## config.mk

```make
export PLATFORM = sky130hd
export DESIGN_NAME = spms_top
export DESIGN_NICKNAME = d
export VERILOG_FILES = /design/src/spms_pkg.sv /design/src/spms_top.sv
export VERILOG_INCLUDE_DIRS = /design/src
export SDC_FILE = /design/constraint.sdc
export NUM_CORES = 1
export LEC_CHECK = 0
export BUFFER_PORTS_ARGS = -buffer_cell sky130_fd_sc_hd__buf_2
export CORE_UTILIZATION = 50
export CTS_CLUSTER_DIAMETER = 80
export DETAILED_ROUTE_END_ITERATION = 8
export PLACE_DENSITY = 0.75
export RECOVER_POWER = 100
export SYNTH_ARGS = -nofsm -noshare
export SYNTH_HDL_FRONTEND = slang
export SYNTH_SLANG_ARGS = --single-unit
```

## constraint.sdc

```tcl
create_clock -name pclk -period 3.4 [get_ports pclk]
set_input_delay 0.51 -clock pclk [delete_from_list [all_inputs] [get_ports pclk]]
set_output_delay 0.51 -clock pclk [all_outputs]
set_load 0.02 [all_outputs]
```

## src/spms_cfg.svh

```systemverilog
`ifndef SPMS_CFG_SVH
`define SPMS_CFG_SVH

// Register byte addresses
`define SPMS_CTRL_ADDR    8'h00
`define SPMS_STATUS_ADDR  8'h04
`define SPMS_DATA_ADDR    8'h08
`define SPMS_PINCFG_ADDR  8'h0c

// Control register fields
`define SPMS_C_IGNORE     7
`define SPMS_C_ENABLE     6
`define SPMS_C_ORDER      5
`define SPMS_C_MASTER     4
`define SPMS_C_CLOCK_POLARITY_BIT       3
`define SPMS_C_CLOCK_PHASE_BIT       2
`define SPMS_C_RATE_MID   1
`define SPMS_C_RATE_LOW   0
`define SPMS_CTRL_RST     8'h04

// Status register fields
`define SPMS_S_DONE       7
`define SPMS_S_WRITE_COLLISION_FLAG       6
`define SPMS_S_HOLDING_FULL_FLAG       5
`define SPMS_S_BUSY       4
`define SPMS_S_MODE_FAULT_FLAG       3
`define SPMS_S_RATE_HIGH  0

// Pin configuration: slave select used as a general output
`define SPMS_P_SS_GPIO    0

// Serial clock half periods, in source ticks
`define SPMS_HALF_DIV4    6'h02
`define SPMS_HALF_DIV8    6'h04
`define SPMS_HALF_DIV16   6'h08
`define SPMS_HALF_DIV32   6'h10
`define SPMS_HALF_DIV64   6'h20
`define SPMS_HALF_DIV2    6'h01
`define SPMS_HALF_OVF6    6'h03
`define SPMS_RATE_UART    3'h6
`define SPMS_RATE_TIMER   3'h7
`define SPMS_LAST_BIT     3'h7

`endif

```

## src/spms_pkg.sv

```systemverilog
package spms_pkg;
  typedef enum logic {SPMS_IDLE, SPMS_XFER} spms_state_t;
endpackage

```

## src/spms_top.sv

```systemverilog
`timescale 1ns/1ps
`include "spms_cfg.svh"

module spms_top (
  input  wire logic        pclk,
  input  wire logic        presetn,
  input  wire logic        psel,
  input  wire logic        penable,
  input  wire logic        pwrite,
  input  wire logic [7:0]  paddr,
  input  wire logic [31:0] pwdata,
  output logic      [31:0] prdata,
  output logic             pready,
  output logic             pslverr,
  input  wire logic        uart_baud_overflow,
  input  wire logic        timer0_overflow,
  input  wire logic        slave_select_pin_n,
  input  wire logic        sck_in,
  output logic             sck_out,
  output logic             sck_oe,
  input  wire logic        mosi_in,
  output logic             mosi_out,
  output logic             mosi_oe,
  input  wire logic        miso_in,
  output logic             miso_out,
  output logic             miso_oe
);

  logic [7:0]             serial_control_reg;
  logic                   rate_select_high;
  logic                   ss_gpio_out;
  logic                   transfer_done_flag;
  logic                   write_collision_flag;
  logic                   mode_fault_flag;
  logic                   holding_full_flag;
  logic [7:0]             tx_holding_reg;
  logic [7:0]             out_shift_reg;
  logic                   osr_full;
  logic [7:0]             rx_buf;
  logic [2:0]             bit_cnt;
  logic                   pending;
  logic                   in_bit;
  logic                   sck_prev;
  logic [5:0]             div_cnt;
  spms_pkg::spms_state_t  state;

  logic       en, select_ignore_bit, order, master_select_bit, clock_polarity_bit, clock_phase_bit;
  logic [2:0] rate;
  logic       wr_ev, rd_ev, data_wr, fault, master_role, ss_low;
  logic       src_tick, half_tick, edge_ev, lead, sample_ev, shift_ev;
  logic       xfer_end, active, load_osr, start;
  logic       serial_in, engine_busy_flag;
  logic [7:0] status_val;
  logic [7:0] next_osr;

  function automatic logic [5:0] half_count(input logic [2:0] code);
    case (code)
      3'h0:    half_count = `SPMS_HALF_DIV4;
      3'h1:    half_count = `SPMS_HALF_DIV8;
      3'h2:    half_count = `SPMS_HALF_DIV16;
      3'h3:    half_count = `SPMS_HALF_DIV32;
      3'h4:    half_count = `SPMS_HALF_DIV64;
      3'h5:    half_count = `SPMS_HALF_DIV2;
      default: half_count = `SPMS_HALF_OVF6;
    endcase
  endfunction

  function automatic logic [7:0] shift_byte(input logic [7:0] sr, input logic lsb_first,
                                            input logic b);
    shift_byte = lsb_first ? {b, sr[7:1]} : {sr[6:0], b};
  endfunction

  function automatic logic out_bit(input logic [7:0] sr, input logic lsb_first);
    out_bit = lsb_first ? sr[0] : sr[7];
  endfunction

  assign en    = serial_control_reg[`SPMS_C_ENABLE];
  assign select_ignore_bit  = serial_control_reg[`SPMS_C_IGNORE];
  assign order = serial_control_reg[`SPMS_C_ORDER];
  assign master_select_bit  = serial_control_reg[`SPMS_C_MASTER];
  assign clock_polarity_bit  = serial_control_reg[`SPMS_C_CLOCK_POLARITY_BIT];
  assign clock_phase_bit  = serial_control_reg[`SPMS_C_CLOCK_PHASE_BIT];
  assign rate  = {rate_select_high, serial_control_reg[`SPMS_C_RATE_MID],
                  serial_control_reg[`SPMS_C_RATE_LOW]};

  // Write lands at the edge where the master sees pready
  assign wr_ev   = psel & penable & pready & pwrite;
  assign rd_ev   = psel & penable & ~pready;
  assign data_wr = wr_ev & (paddr == `SPMS_DATA_ADDR);

  assign master_role = en & master_select_bit;
  assign ss_low      = en & ~select_ignore_bit & ~slave_select_pin_n;
  assign fault       = master_role & ss_low & ~ss_gpio_out;

  // Rate source and half-period divider
  always_comb begin
    case (rate)
      `SPMS_RATE_UART:  src_tick = uart_baud_overflow;
      `SPMS_RATE_TIMER: src_tick = timer0_overflow;
      default:          src_tick = 1'b1;
    endcase
  end
  assign half_tick = (state == spms_pkg::SPMS_XFER) & src_tick &
                     (div_cnt == half_count(rate) - 6'h01);

  always_ff @(posedge pclk or negedge presetn) begin
    if (!presetn) begin
      div_cnt <= 6'h00;
    end else if (state != spms_pkg::SPMS_XFER || half_tick) begin
      div_cnt <= 6'h00;
    end else if (src_tick) begin
      div_cnt <= div_cnt + 6'h01;
    end
  end

  // Edge events, shared by master and slave
  always_comb begin
    serial_in = master_role ? miso_in : mosi_in;
    if (master_role) begin
      edge_ev = half_tick;
      lead    = (sck_out == clock_polarity_bit);
    end else begin
      edge_ev = en & (select_ignore_bit | ss_low) & (sck_in != sck_prev);
      lead    = (sck_in != clock_polarity_bit);
    end
  end
  assign sample_ev = edge_ev & (lead ^ clock_phase_bit);
  assign shift_ev  = edge_ev & ~(lead ^ clock_phase_bit);
  assign xfer_end  = (sample_ev & clock_phase_bit & (bit_cnt == `SPMS_LAST_BIT)) |
                     (shift_ev & pending & ~clock_phase_bit & (bit_cnt == `SPMS_LAST_BIT));
  assign active    = (state == spms_pkg::SPMS_XFER) | (bit_cnt != 3'h0) | pending;
  assign load_osr  = holding_full_flag & ~osr_full & ~active;
  assign start     = master_role & osr_full & ~active & ~fault;
  assign engine_busy_flag = active | osr_full | holding_full_flag;
  // Data pins follow the shifter at the edge that shifts it, so a one-cycle half bit holds
  assign next_osr = (shift_ev && pending && !xfer_end) ?
                    shift_byte(out_shift_reg, order, in_bit) : out_shift_reg;

  always_ff @(posedge pclk or negedge presetn) begin
    if (!presetn) begin
      state <= spms_pkg::SPMS_IDLE;
    end else if (fault || !master_role) begin
      state <= spms_pkg::SPMS_IDLE;
    end else if (state == spms_pkg::SPMS_IDLE) begin
      if (start) begin
        state <= spms_pkg::SPMS_XFER;
      end
    end else if (xfer_end) begin
      state <= spms_pkg::SPMS_IDLE;
    end
  end

  // Serial clock generator, stopped at idle level between bytes
  always_ff @(posedge pclk or negedge presetn) begin
    if (!presetn) begin
      sck_out <= 1'b0;
    end else if (state != spms_pkg::SPMS_XFER || xfer_end) begin
      sck_out <= clock_polarity_bit;
    end else if (half_tick) begin
      sck_out <= ~sck_out;
    end
  end

  always_ff @(posedge pclk or negedge presetn) begin
    if (!presetn) begin
      sck_prev <= 1'b0;
    end else begin
      sck_prev <= sck_in;
    end
  end

  // Circular shifter: bit out and bit in on the same byte
  always_ff @(posedge pclk or negedge presetn) begin
    if (!presetn) begin
      out_shift_reg <= 8'h00;
      bit_cnt       <= 3'h0;
      pending       <= 1'b0;
      in_bit        <= 1'b0;
      rx_buf        <= 8'h00;
    end else if (load_osr) begin
      out_shift_reg <= tx_holding_reg;
    end else if (fault || !en || (!master_role && !select_ignore_bit && !ss_low)) begin
      bit_cnt <= 3'h0;
      pending <= 1'b0;
    end else if (xfer_end) begin
      out_shift_reg <= shift_byte(out_shift_reg, order,
                                  clock_phase_bit ? serial_in : in_bit);
      rx_buf        <= shift_byte(out_shift_reg, order, clock_phase_bit ? serial_in : in_bit);
      bit_cnt       <= 3'h0;
      pending       <= 1'b0;
    end else if (sample_ev) begin
      in_bit  <= serial_in;
      pending <= 1'b1;
    end else if (shift_ev && pending) begin
      out_shift_reg <= shift_byte(out_shift_reg, order, in_bit);
      bit_cnt       <= bit_cnt + 3'h1;
      pending       <= 1'b0;
    end
  end

  always_ff @(posedge pclk or negedge presetn) begin
    if (!presetn) begin
      osr_full <= 1'b0;
    end else if (load_osr) begin
      osr_full <= 1'b1;
    end else if (xfer_end) begin
      osr_full <= 1'b0;
    end
  end

  // Holding register and its flags
  always_ff @(posedge pclk or negedge presetn) begin
    if (!presetn) begin
      tx_holding_reg    <= 8'h00;
      holding_full_flag <= 1'b0;
    end else if (data_wr && !holding_full_flag) begin
      tx_holding_reg    <= pwdata[7:0];
      holding_full_flag <= 1'b1;
    end else if (load_osr) begin
      holding_full_flag <= 1'b0;
    end
  end

  // Sticky flags: a hardware set wins over a one-written clear
  always_ff @(posedge pclk or negedge presetn) begin
    if (!presetn) begin
      transfer_done_flag   <= 1'b0;
      write_collision_flag <= 1'b0;
      mode_fault_flag      <= 1'b0;
    end else begin
      transfer_done_flag <= xfer_end | fault | (transfer_done_flag &
        ~(wr_ev && paddr == `SPMS_STATUS_ADDR && pwdata[`SPMS_S_DONE]));
      write_collision_flag <= (data_wr & holding_full_flag) | (write_collision_flag &
        ~(wr_ev && paddr == `SPMS_STATUS_ADDR && pwdata[`SPMS_S_WRITE_COLLISION_FLAG]));
      mode_fault_flag <= fault | (mode_fault_flag &
        ~(wr_ev && paddr == `SPMS_STATUS_ADDR && pwdata[`SPMS_S_MODE_FAULT_FLAG]));
    end
  end

  // Control registers; a mode fault overrides software
  always_ff @(posedge pclk or negedge presetn) begin
    if (!presetn) begin
      serial_control_reg <= `SPMS_CTRL_RST;
      rate_select_high   <= 1'b0;
      ss_gpio_out        <= 1'b0;
    end else begin
      if (fault) begin
        serial_control_reg[`SPMS_C_MASTER] <= 1'b0;
        serial_control_reg[`SPMS_C_ENABLE] <= 1'b0;
      end else if (wr_ev && paddr == `SPMS_CTRL_ADDR) begin
        serial_control_reg <= pwdata[7:0];
      end
      if (wr_ev && paddr == `SPMS_STATUS_ADDR) begin
        rate_select_high <= pwdata[`SPMS_S_RATE_HIGH];
      end
      if (wr_ev && paddr == `SPMS_PINCFG_ADDR) begin
        ss_gpio_out <= pwdata[`SPMS_P_SS_GPIO];
      end
    end
  end

  // Pin directions, registered
  always_ff @(posedge pclk or negedge presetn) begin
    if (!presetn) begin
      mosi_oe  <= 1'b0;
      miso_oe  <= 1'b0;
      sck_oe   <= 1'b0;
      mosi_out <= 1'b0;
      miso_out <= 1'b0;
    end else begin
      mosi_oe  <= master_role & ~fault & (select_ignore_bit | active | start);
      sck_oe   <= master_role & ~fault & (select_ignore_bit | active | start);
      miso_oe  <= en & (~master_select_bit | fault) & (select_ignore_bit | ss_low);
      mosi_out <= out_bit(next_osr, order);
      miso_out <= out_bit(next_osr, order);
    end
  end

  // APB slave: one wait state, error on unmapped address
  always_comb begin
    status_val = 8'h00;
    status_val[`SPMS_S_DONE]      = transfer_done_flag;
    status_val[`SPMS_S_WRITE_COLLISION_FLAG]      = write_collision_flag;
    status_val[`SPMS_S_HOLDING_FULL_FLAG]      = holding_full_flag;
    status_val[`SPMS_S_BUSY]      = engine_busy_flag;
    status_val[`SPMS_S_MODE_FAULT_FLAG]      = mode_fault_flag;
    status_val[`SPMS_S_RATE_HIGH] = rate_select_high;
  end

  always_ff @(posedge pclk or negedge presetn) begin
    if (!presetn) begin
      pready  <= 1'b0;
      pslverr <= 1'b0;
      prdata  <= 32'h0000_0000;
    end else if (rd_ev) begin
      pready  <= 1'b1;
      pslverr <= 1'b0;
      prdata  <= 32'h0000_0000;
      case (paddr)
        `SPMS_CTRL_ADDR:   prdata[7:0] <= serial_control_reg;
        `SPMS_STATUS_ADDR: prdata[7:0] <= status_val;
        `SPMS_DATA_ADDR:   prdata[7:0] <= rx_buf;
        `SPMS_PINCFG_ADDR: prdata[0]   <= ss_gpio_out;
        default:           pslverr     <= 1'b1;
      endcase
    end else begin
      pready  <= 1'b0;
      pslverr <= 1'b0;
    end
  end
endmodule // spms_top

```

== Word-level counts from Yosys, hierarchy flattened ==
Cells that the tools add are included.
Widths: inputs -> output; s select.
Cells by class
  add/subtract/negate cells: 3
  eq/ne operators: 18
  multiplexer cells: 43
  bitwise logic cells: 66
  reductions and logical operators: 40
Operators with widths (number)
  $mux 8: 8
  $pmux 6 s6: 1
  $and 1x1->1: 34
  $mux 1: 24
  $pmux 7 s3: 1
  $not 1->1: 18
  $eq 8x4->1 const B: 2
  $eq 3x3->1 const B: 5
  $or 1x1->1: 13
  $mux 3: 4
  $mux 6: 2
  $logic_and 1x1->1: 11
  $reduce_bool 2->1: 5
  $reduce_and 3->1: 3
  $reduce_bool 3->1: 3
  $eq 8x3->1 const B: 1
  $logic_not 8->1: 1
  $mux 7: 1
  $add 6x1->6 const B: 1
  $eq 3x2->1 const B: 2
  $eq 6x6->1: 1
  $logic_not 1->1: 6
  $ne 3x1->1 const B: 2
  $sub 6x1->6 const B: 1
  14 further kinds: 20
Storage, ports and cells
  register bits: 66
  output and inout port bits: 40
  logic and storage cells: 195

== Logic depth before layout (Yosys ltp) ==
Gate-level depths: netlist (run 1).
  word-level depth: 16
  depth in mapped cells: 9
  gate-level depth less buffers: 8

== Worst setup path before layout (run 1) ==
Ideal clock, no wire load.
  path type: input to register
  start: input paddr[5]
  end: register serial_control_reg[0]
  library setup time: 125 ps
  arrival time: 2358 ps
  required time: 3275 ps
  slack: 917 ps
  cell stages on the path: 7
  cell sequence: or4_4 -> nor3_4 -> nand2b_2 -> or3_4 -> or2_1 -> buf_6 -> mux2_4
Between the ends
  word-level cells in the longest chain between the ends: 3
Ends and longest elaborated chain
  from (decl): RTL line spms_top.sv:10  | input wire logic [7:0] paddr,
  $logic_not 8->1
  $logic_and 1x1->1 (no source line)
  $reduce_and 2->1 (no source line)
  to (signal assigned): RTL line spms_top.sv:243  | serial_control_reg <= `SPMS_CTRL_RST;
  to (signal assigned): RTL line spms_top.sv:251  | serial_control_reg <= pwdata[7:0];
  to (decl): RTL line spms_top.sv:29  | logic [7:0] serial_control_reg;
Every way passes these cells.
A chain may end at the register's enable or synchronous reset.

== Worst setup path after layout (run 1) ==
  start: register serial_control_reg[1]
  end: register rx_buf[0]
Between the ends
  word-level cells in the longest chain between the ends: 12
  elaborated cells on any way between the ends: 24
  those cells by class: 1 x add/sub; 8 x eq/ne; 3 x mux; 10 x bitwise; 2 x reduce/logical
Ends and longest elaborated chain
  $eq 3x3->1, or another cell as far along: RTL line spms_top.sv:57  | case (code)
  $pmux 6 s6: RTL line spms_top.sv:57
  $sub 6x1->6: RTL line spms_top.sv:104  | (div_cnt == half_count(rate) - 6'h01);
  $eq 6x6->1: RTL line spms_top.sv:104
  $and 1x1->1 (*): RTL line spms_top.sv:103  | assign half_tick = (state == spms_pkg::SPMS_XFER) & src_tick &
  $mux 1 (*): RTL line spms_top.sv:119  | if (master_role) begin
  $and 1x1->1: RTL line spms_top.sv:128  | assign shift_ev = edge_ev & ~(lead ^ clock_phase_bit);
  $and 1x1->1 (3 in a row): RTL line spms_top.sv:130  | (shift_ev & pending & ~clock_phase_bit & (bit_cnt == `SPMS_LAST_BIT));
  $or 1x1->1 (*): RTL line spms_top.sv:129  | assign xfer_end = (sample_ev & clock_phase_bit & (bit_cnt == `SPMS_LAST_BIT)) |
  $reduce_and 3->1 (no source line) (*)
  to (signal assigned): RTL line spms_top.sv:188  | rx_buf <= shift_byte(out_shift_reg, order, clock_phase_bit ? serial_in : in_bit);
  to (decl): RTL line spms_top.sv:39  | logic [7:0] rx_buf;
Every way passes the cells marked *; elsewhere a longest branch is shown, timed or not.

==> run metrics, run 1 <==
cts hold-fix bufs 0; clk sinks 66; DRT Pass-1 Iters 4; cts repair resizes 0; leakage power 1.82 nW; IO Count about 90; Yosys cell types 65; clk_lat worst skew roughly 0.35 ns; asr flop ratio synth 100%; Final Hold Viols 0; critical path startpoint serial_control_reg[1]$_DFFE_PN0P_; global-route wire length before repair about 13000 microns; fin util approximately 55%; R2R cell count 7; most frequent cells in the layout 65 x dfrtp_1, 45 x nand2_1, 26 x mux2_2; P&R area growth vs syn 7.13%; Routed Antenna Nets 0; drt via density 5.50; clock period minus final worst setup slack 2.97 ns; Reg2Reg Launch Point serial_control_reg[1]$_DFFE_PN0P_; FMAX 0.337 GHz; Synth Flop Type dfrtp_1; DRC viols 0; CTS tree built; layout cell share with drive strength beyond 1 18.9%; Syn Area/Cell 10.3 sq um; flip-flop and latch count after synthesis 66; crit-path max FO 12; Worst Hold Launch sck_in; Final nets 458; post-synthesis sequential area ratio 44.0%; RSZ-0062 raised after global routing no; Final Cycle Share a little under 90%; clock transition at the registers of the reported paths 0.08 ns; cells after synthesis 364; outcome complete, but fails checks; n_diodes 0; largest net degree at the start of global routing 29; total wire length 7660 microns; CTS Buffer Depth 2; Starting DRT DRC Count 181; placed instance area 3930 sq um; port bufs 42; DP HPWL 5730 microns; Worst Hold Path Cells 1; vias in the first global route 2641; core area about 7300 sq um; Setup Skew 0.00865 ns; Setup TNS 0 ns; Max transition margin -3.34%; WP data required around 3.6 ns; clock root cell clkbuf_8; Synth Warn # 0; failing checks max-capacitance violations, max-slew violations; crit end category register; die area about 8000 sq um; Startpoint Class register; Mapped Area 3760 sq um; die height roughly 89 microns; initial core utilization 51.8%; arrival time at the worst endpoint around 3.2 ns; Setup Viol. Count Final 0; initial antenna violation count 0; WS Path Type register to register; per-cell routed wire length ~15 microns; GP Congestion 0.835; Filler cells 674; max cap viols 1; Std-Cell Rows 31; design area 4030 sq um; GRT Total Usage a little over a fifth; worst vdd ir 252 uV; PwrDens between 300 and 400 nW/um^2; total congestion overflow 0; Final Max Slew Viols 29; number of flops mapped to enable cells by yosys 0; total clock buffers created by CTS 9; total setup buffers inserted after CTS 0; pin slew with the least headroom to its limit ~1.6 ns; most common cell after layout, fill and taps aside dfrtp_1; total number of vias 2788; die width 88.7 microns; H-tree levels 3; Tightest Hold Check Type primary input to register
[critical path, stage by stage (launching register included)]
cell and delay [ns]:
dfrtp_1 0.50, or3b_1 0.41, a211o_1 0.32, a41oi_1 0.38, and2_0 0.27, nand2_1 0.17
nor3_4 0.41, mux2_2 0.39
[path summary, 6_finish.rpt]
check	endpoint	slack, ns
setup / recovery	rx_buf[0]$_DFFE_PN0P_	0.43
hold / removal	sck_prev$_DFF_PN0_	0.32
setup reg to reg	rx_buf[0]$_DFFE_PN0P_	0.43
hold reg to reg	prdata[7]$_DFFE_PN0P_	0.48
max in group asynchronous	out_shift_reg[1]$_DFFE_PN0P_	1.22
min in group asynchronous	osr_full$_DFFE_PN0P_	0.54
[metrics by stage]
step / hold WS, ns / std cells / total power, mW / setup slack (ns)
floorplan: 0.214 / 387 / 0.882 / 0.917
global placement: 0.448 / 491 / 0.904 / 0.612
detailed placement: 0.467 / 491 / 0.905 / 0.590
CTS: 0.195 / 507 / 1.50 / 0.579
global route: 0.317 / 507 / 1.55 / 0.266
finish: 0.324 / 507 / 1.48 / 0.432
[cell usage after synthesis (4+ instances only)]
| library cell | count | share of area [%] |
|---|---|---|
| a21oi_1 | 16 | 2.1 |
| buf_4 | 28 | 5.6 |
| clkbuf_1 | 10 | 1.0 |
| dfrtp_1 | 65 | 43 |
| ha_1 | 4 | 1.3 |
| inv_1 | 9 | 0.90 |
| mux2_2 | 24 | 7.2 |
| mux2_4 | 6 | 2.4 |
| mux2i_1 | 19 | 5.1 |
| nand2_1 | 44 | 4.4 |
| nand3_1 | 5 | 0.67 |
| nand4_1 | 5 | 0.83 |
| nor2_1 | 25 | 2.5 |
| nor3_1 | 6 | 0.80 |
| o21ai_0 | 13 | 1.7 |
| o21ai_1 | 7 | 0.93 |
| xor2_1 | 6 | 1.4 |
[area by class of cell]
type	count	area (sq um)	area share (%)
inverter	9	33.8	0.839
timing repair buffer	46	210	5.22
clock inverter	6	41.3	1.03
multi-input combinational	271	1830	45.4
clock buffer	10	138	3.42
sequential	66	1650	41.1
tap	99	124	3.08
[where the power goes]
group | total (mW) | switching (mW) | internal, mW
registers | 0.792 | 0.00335 | 0.789
clock network | 0.595 | 0.312 | 0.284
logic | 0.0927 | 0.0686 | 0.0241
[cell families after synthesis]
group | after synthesis | share of synthesized area, %
buffers and inverters | 50 | 8.19
XOR/XNOR | 9 | 2.50
other | 1 | 0.0998
AND/OR/NAND/NOR | 119 | 16.5
flip-flops | 66 | 44.0
AO/OA/AOI/OAI | 64 | 11.5
multiplexers | 51 | 16.0
adder cells (fa/ha/maj) | 4 | 1.33
[routing by layer]
metal	share of wire [%]	track usage [%]	vias to the layer above	wire (microns)
met5	0	0	-	0
met1	46	30.8	1347	3540
met3	5.6	3.36	16	426
met2	46	33.3	102	3500
li1	-	-	1323	-
met4	2.4	10.6	0	183
Note: power is estimated with default switching activity, not from simulation.
==> inputs of run 2 (changes only) <==
--- a/config.mk
+++ b/config.mk
@@ -12,6 +12,7 @@
 export DETAILED_ROUTE_END_ITERATION = 8
 export PLACE_DENSITY = 0.75
 export RECOVER_POWER = 100
+export REMOVE_ABC_BUFFERS = 1
 export SYNTH_ARGS = -nofsm -noshare
 export SYNTH_HDL_FRONTEND = slang
 export SYNTH_SLANG_ARGS = --single-unit
==> run 2 against run 1 <==
The flow still finishes with violations (max-capacitance violations, max-slew violations). Global-route usage is 0.67 points lower. Fmax grew 0.62%. Core utilization increased by 1.4 points. Via count decreased by 1.0%. Cell area grew 2.6%. Clock-buffer cell count is 1 higher. Final cell count rose by 0.39%. Sequential share of layout area down 1.0 points. Non-clock buffer count up 2. Critical path depth unchanged. Critical endpoint is now rx_buf[2]$_DFFE_PN0P_.
==> run metrics, run 2 (synthesis gave the netlist of run 1 again) <==
die height roughly 90 microns; vias in the first global route 2542; drt via density 5.42; Max transition margin -3.86%; die width 88.7 microns; DRC viols 0; initial core utilization 51.8%; Top Family by Delay on Critical Path simple AND/OR/NAND/NOR gates; Setup Viol. Count Final 0; CTS tree built; FMAX 0.339 GHz; port bufs 42; Filler cells 648; core area 7250 sq um; Sequential cell area 1650 sq um; max cap viols 2; slowest cell on the critical path dfrtp_1; CP bufs+invs 0; failing checks max-capacitance violations, max-slew violations; clock transition at the registers of the reported paths 0.07 ns; H-tree levels 3; clock root cell clkbuf_8; per-cell routed wire length 15.4 microns; P&R area growth vs syn 9.92%; Setup TNS 0 ns; PwrDens approximately 430 nW/um^2; outcome complete, but fails checks; Place WS 0.592 ns; crit-path cells or3b_1 > a211o_1 > a41oi_1 > and2_0 > nand2_2 > nor3_4 > mux2_2; Tightest Hold Check Type primary input to register; largest net degree at the start of global routing 31; clk_lat worst skew 0.34 ns; DP HPWL approximately 5700 microns; cts repair resizes 0; Final Cycle Share slightly below 90%; DRT Pass-1 Iters 4; IO Count between 90 and 100; total congestion overflow 0; global-route wire length before repair 12400 microns; GP Congestion 0.860; pin slew with the least headroom to its limit 1.56 ns; n_diodes 0; Setup Skew ~0.0078 ns; layout cell share with drive strength beyond 1 18.3%; total clock buffers created by CTS 9; RSZ-0062 raised after global routing no; Starting DRT DRC Count 119; area of the multi-input gates 1830 sq um; WS Path Type register to register; Placed Instances about 490; WP data required around 3.6 ns; arrival time at the worst endpoint 3.18 ns; clock period minus final worst setup slack 2.95 ns; CTS Buffer Depth 2; Final Max Slew Viols 61; Largest stage delay, worst path 0.51 ns; most common cell after layout, fill and taps aside dfrtp_1; crit end category register; Startpoint Class register; leakage power 1.88 nW; final worst slack about 0.45 ns; Routed Antenna Nets 0; clk sinks 66; Std-Cell Rows 31; die area between 7000 and 8000 sq um; Final nets 460; Final Hold Viols 0; total wire length about 8000 microns; initial antenna violation count 0; most frequent cells in the layout 65 x dfrtp_1, 44 x nand2_1, 25 x nor2_1; worst vdd ir between 200 and 250 uV; final cell count without fillers 509; crit-path max FO 12; GRT Total Usage between 20% and 30%; total number of vias 2760
## run 2: changes by cell type in the layout (fill, tap and decap cells not counted), sizes merged
cell | previous run | this run
clkinv | 2 | 1
clkbuf | 30 | 32
inv | 10 | 9
dlygate4sd3 | 0 | 1
clkinvlp | 3 | 0
bufinv | 0 | 4
## run 2: final cells by class
type / instances / area share [%]
well taps: 99 / 3.00
repair buffers: 48 / 5.42
flip-flops and latches: 66 / 40.0
multi-input cells: 271 / 44.3
inverters: 9 / 0.818
clock inverters: 5 / 3.03
clock buffers: 11 / 3.42
## run 2: metrics by stage
stage | instance area (sq um) | total power, mW | hold slack (ns) | utilization [%]
after detailed placement | 3940 | 0.905 | 0.367 | 54.3
after CTS | 4220 | 1.79 | 0.324 | 58.2
after global routing | 4130 | 1.82 | 0.347 | 56.9
final | 4130 | 1.77 | 0.349 | 56.9
after global placement | 3940 | 0.904 | 0.362 | 54.3
after floorplan | 3570 | 0.856 | 0.214 | -
## run 2: routing by layer
metal,part of all wire (%),global-route usage [%],vias to the layer above
met3,4.2,4.57,14
met5,0,0,-
met4,1.9,8.21,0
met1,47,28.2,1344
met2,47,34.2,78
li1,-,-,1324
## run 2: worst paths after layout
kind                                                   start  cells past startpoint                         to  slack, ns
max reg2reg                serial_control_reg[1]$_DFFE_PN0P_                      7      rx_buf[2]$_DFFE_PN0P_       0.45
max                        serial_control_reg[1]$_DFFE_PN0P_                      7      rx_buf[2]$_DFFE_PN0P_       0.45
min                                                   sck_in                      1         sck_prev$_DFF_PN0_       0.35
max in group asynchronous                            presetn                      3     bit_cnt[2]$_DFFE_PN0P_       0.96
min in group asynchronous                            presetn                      2      prdata[5]$_DFFE_PN0P_       0.63
min reg2reg                        mode_fault_flag$_DFF_PN0_                      1  mode_fault_flag$_DFF_PN0_       0.48
## run 2: timing repair
item                                    in CTS  in global routing
hold buffers                                 1                  0
buffers inserted                             0                  0
endpoints found under the setup margin       0                  0
hold endpoints to repair                     7                  0
## run 2: where the power goes
part           internal, mW  switching [mW]  total, mW  leakage (nW)
registers             0.789         0.00346      0.793         0.863
clock network         0.581           0.300      0.881         0.134
logic                0.0249          0.0683     0.0931         0.882
total                  1.39           0.372       1.77          1.88
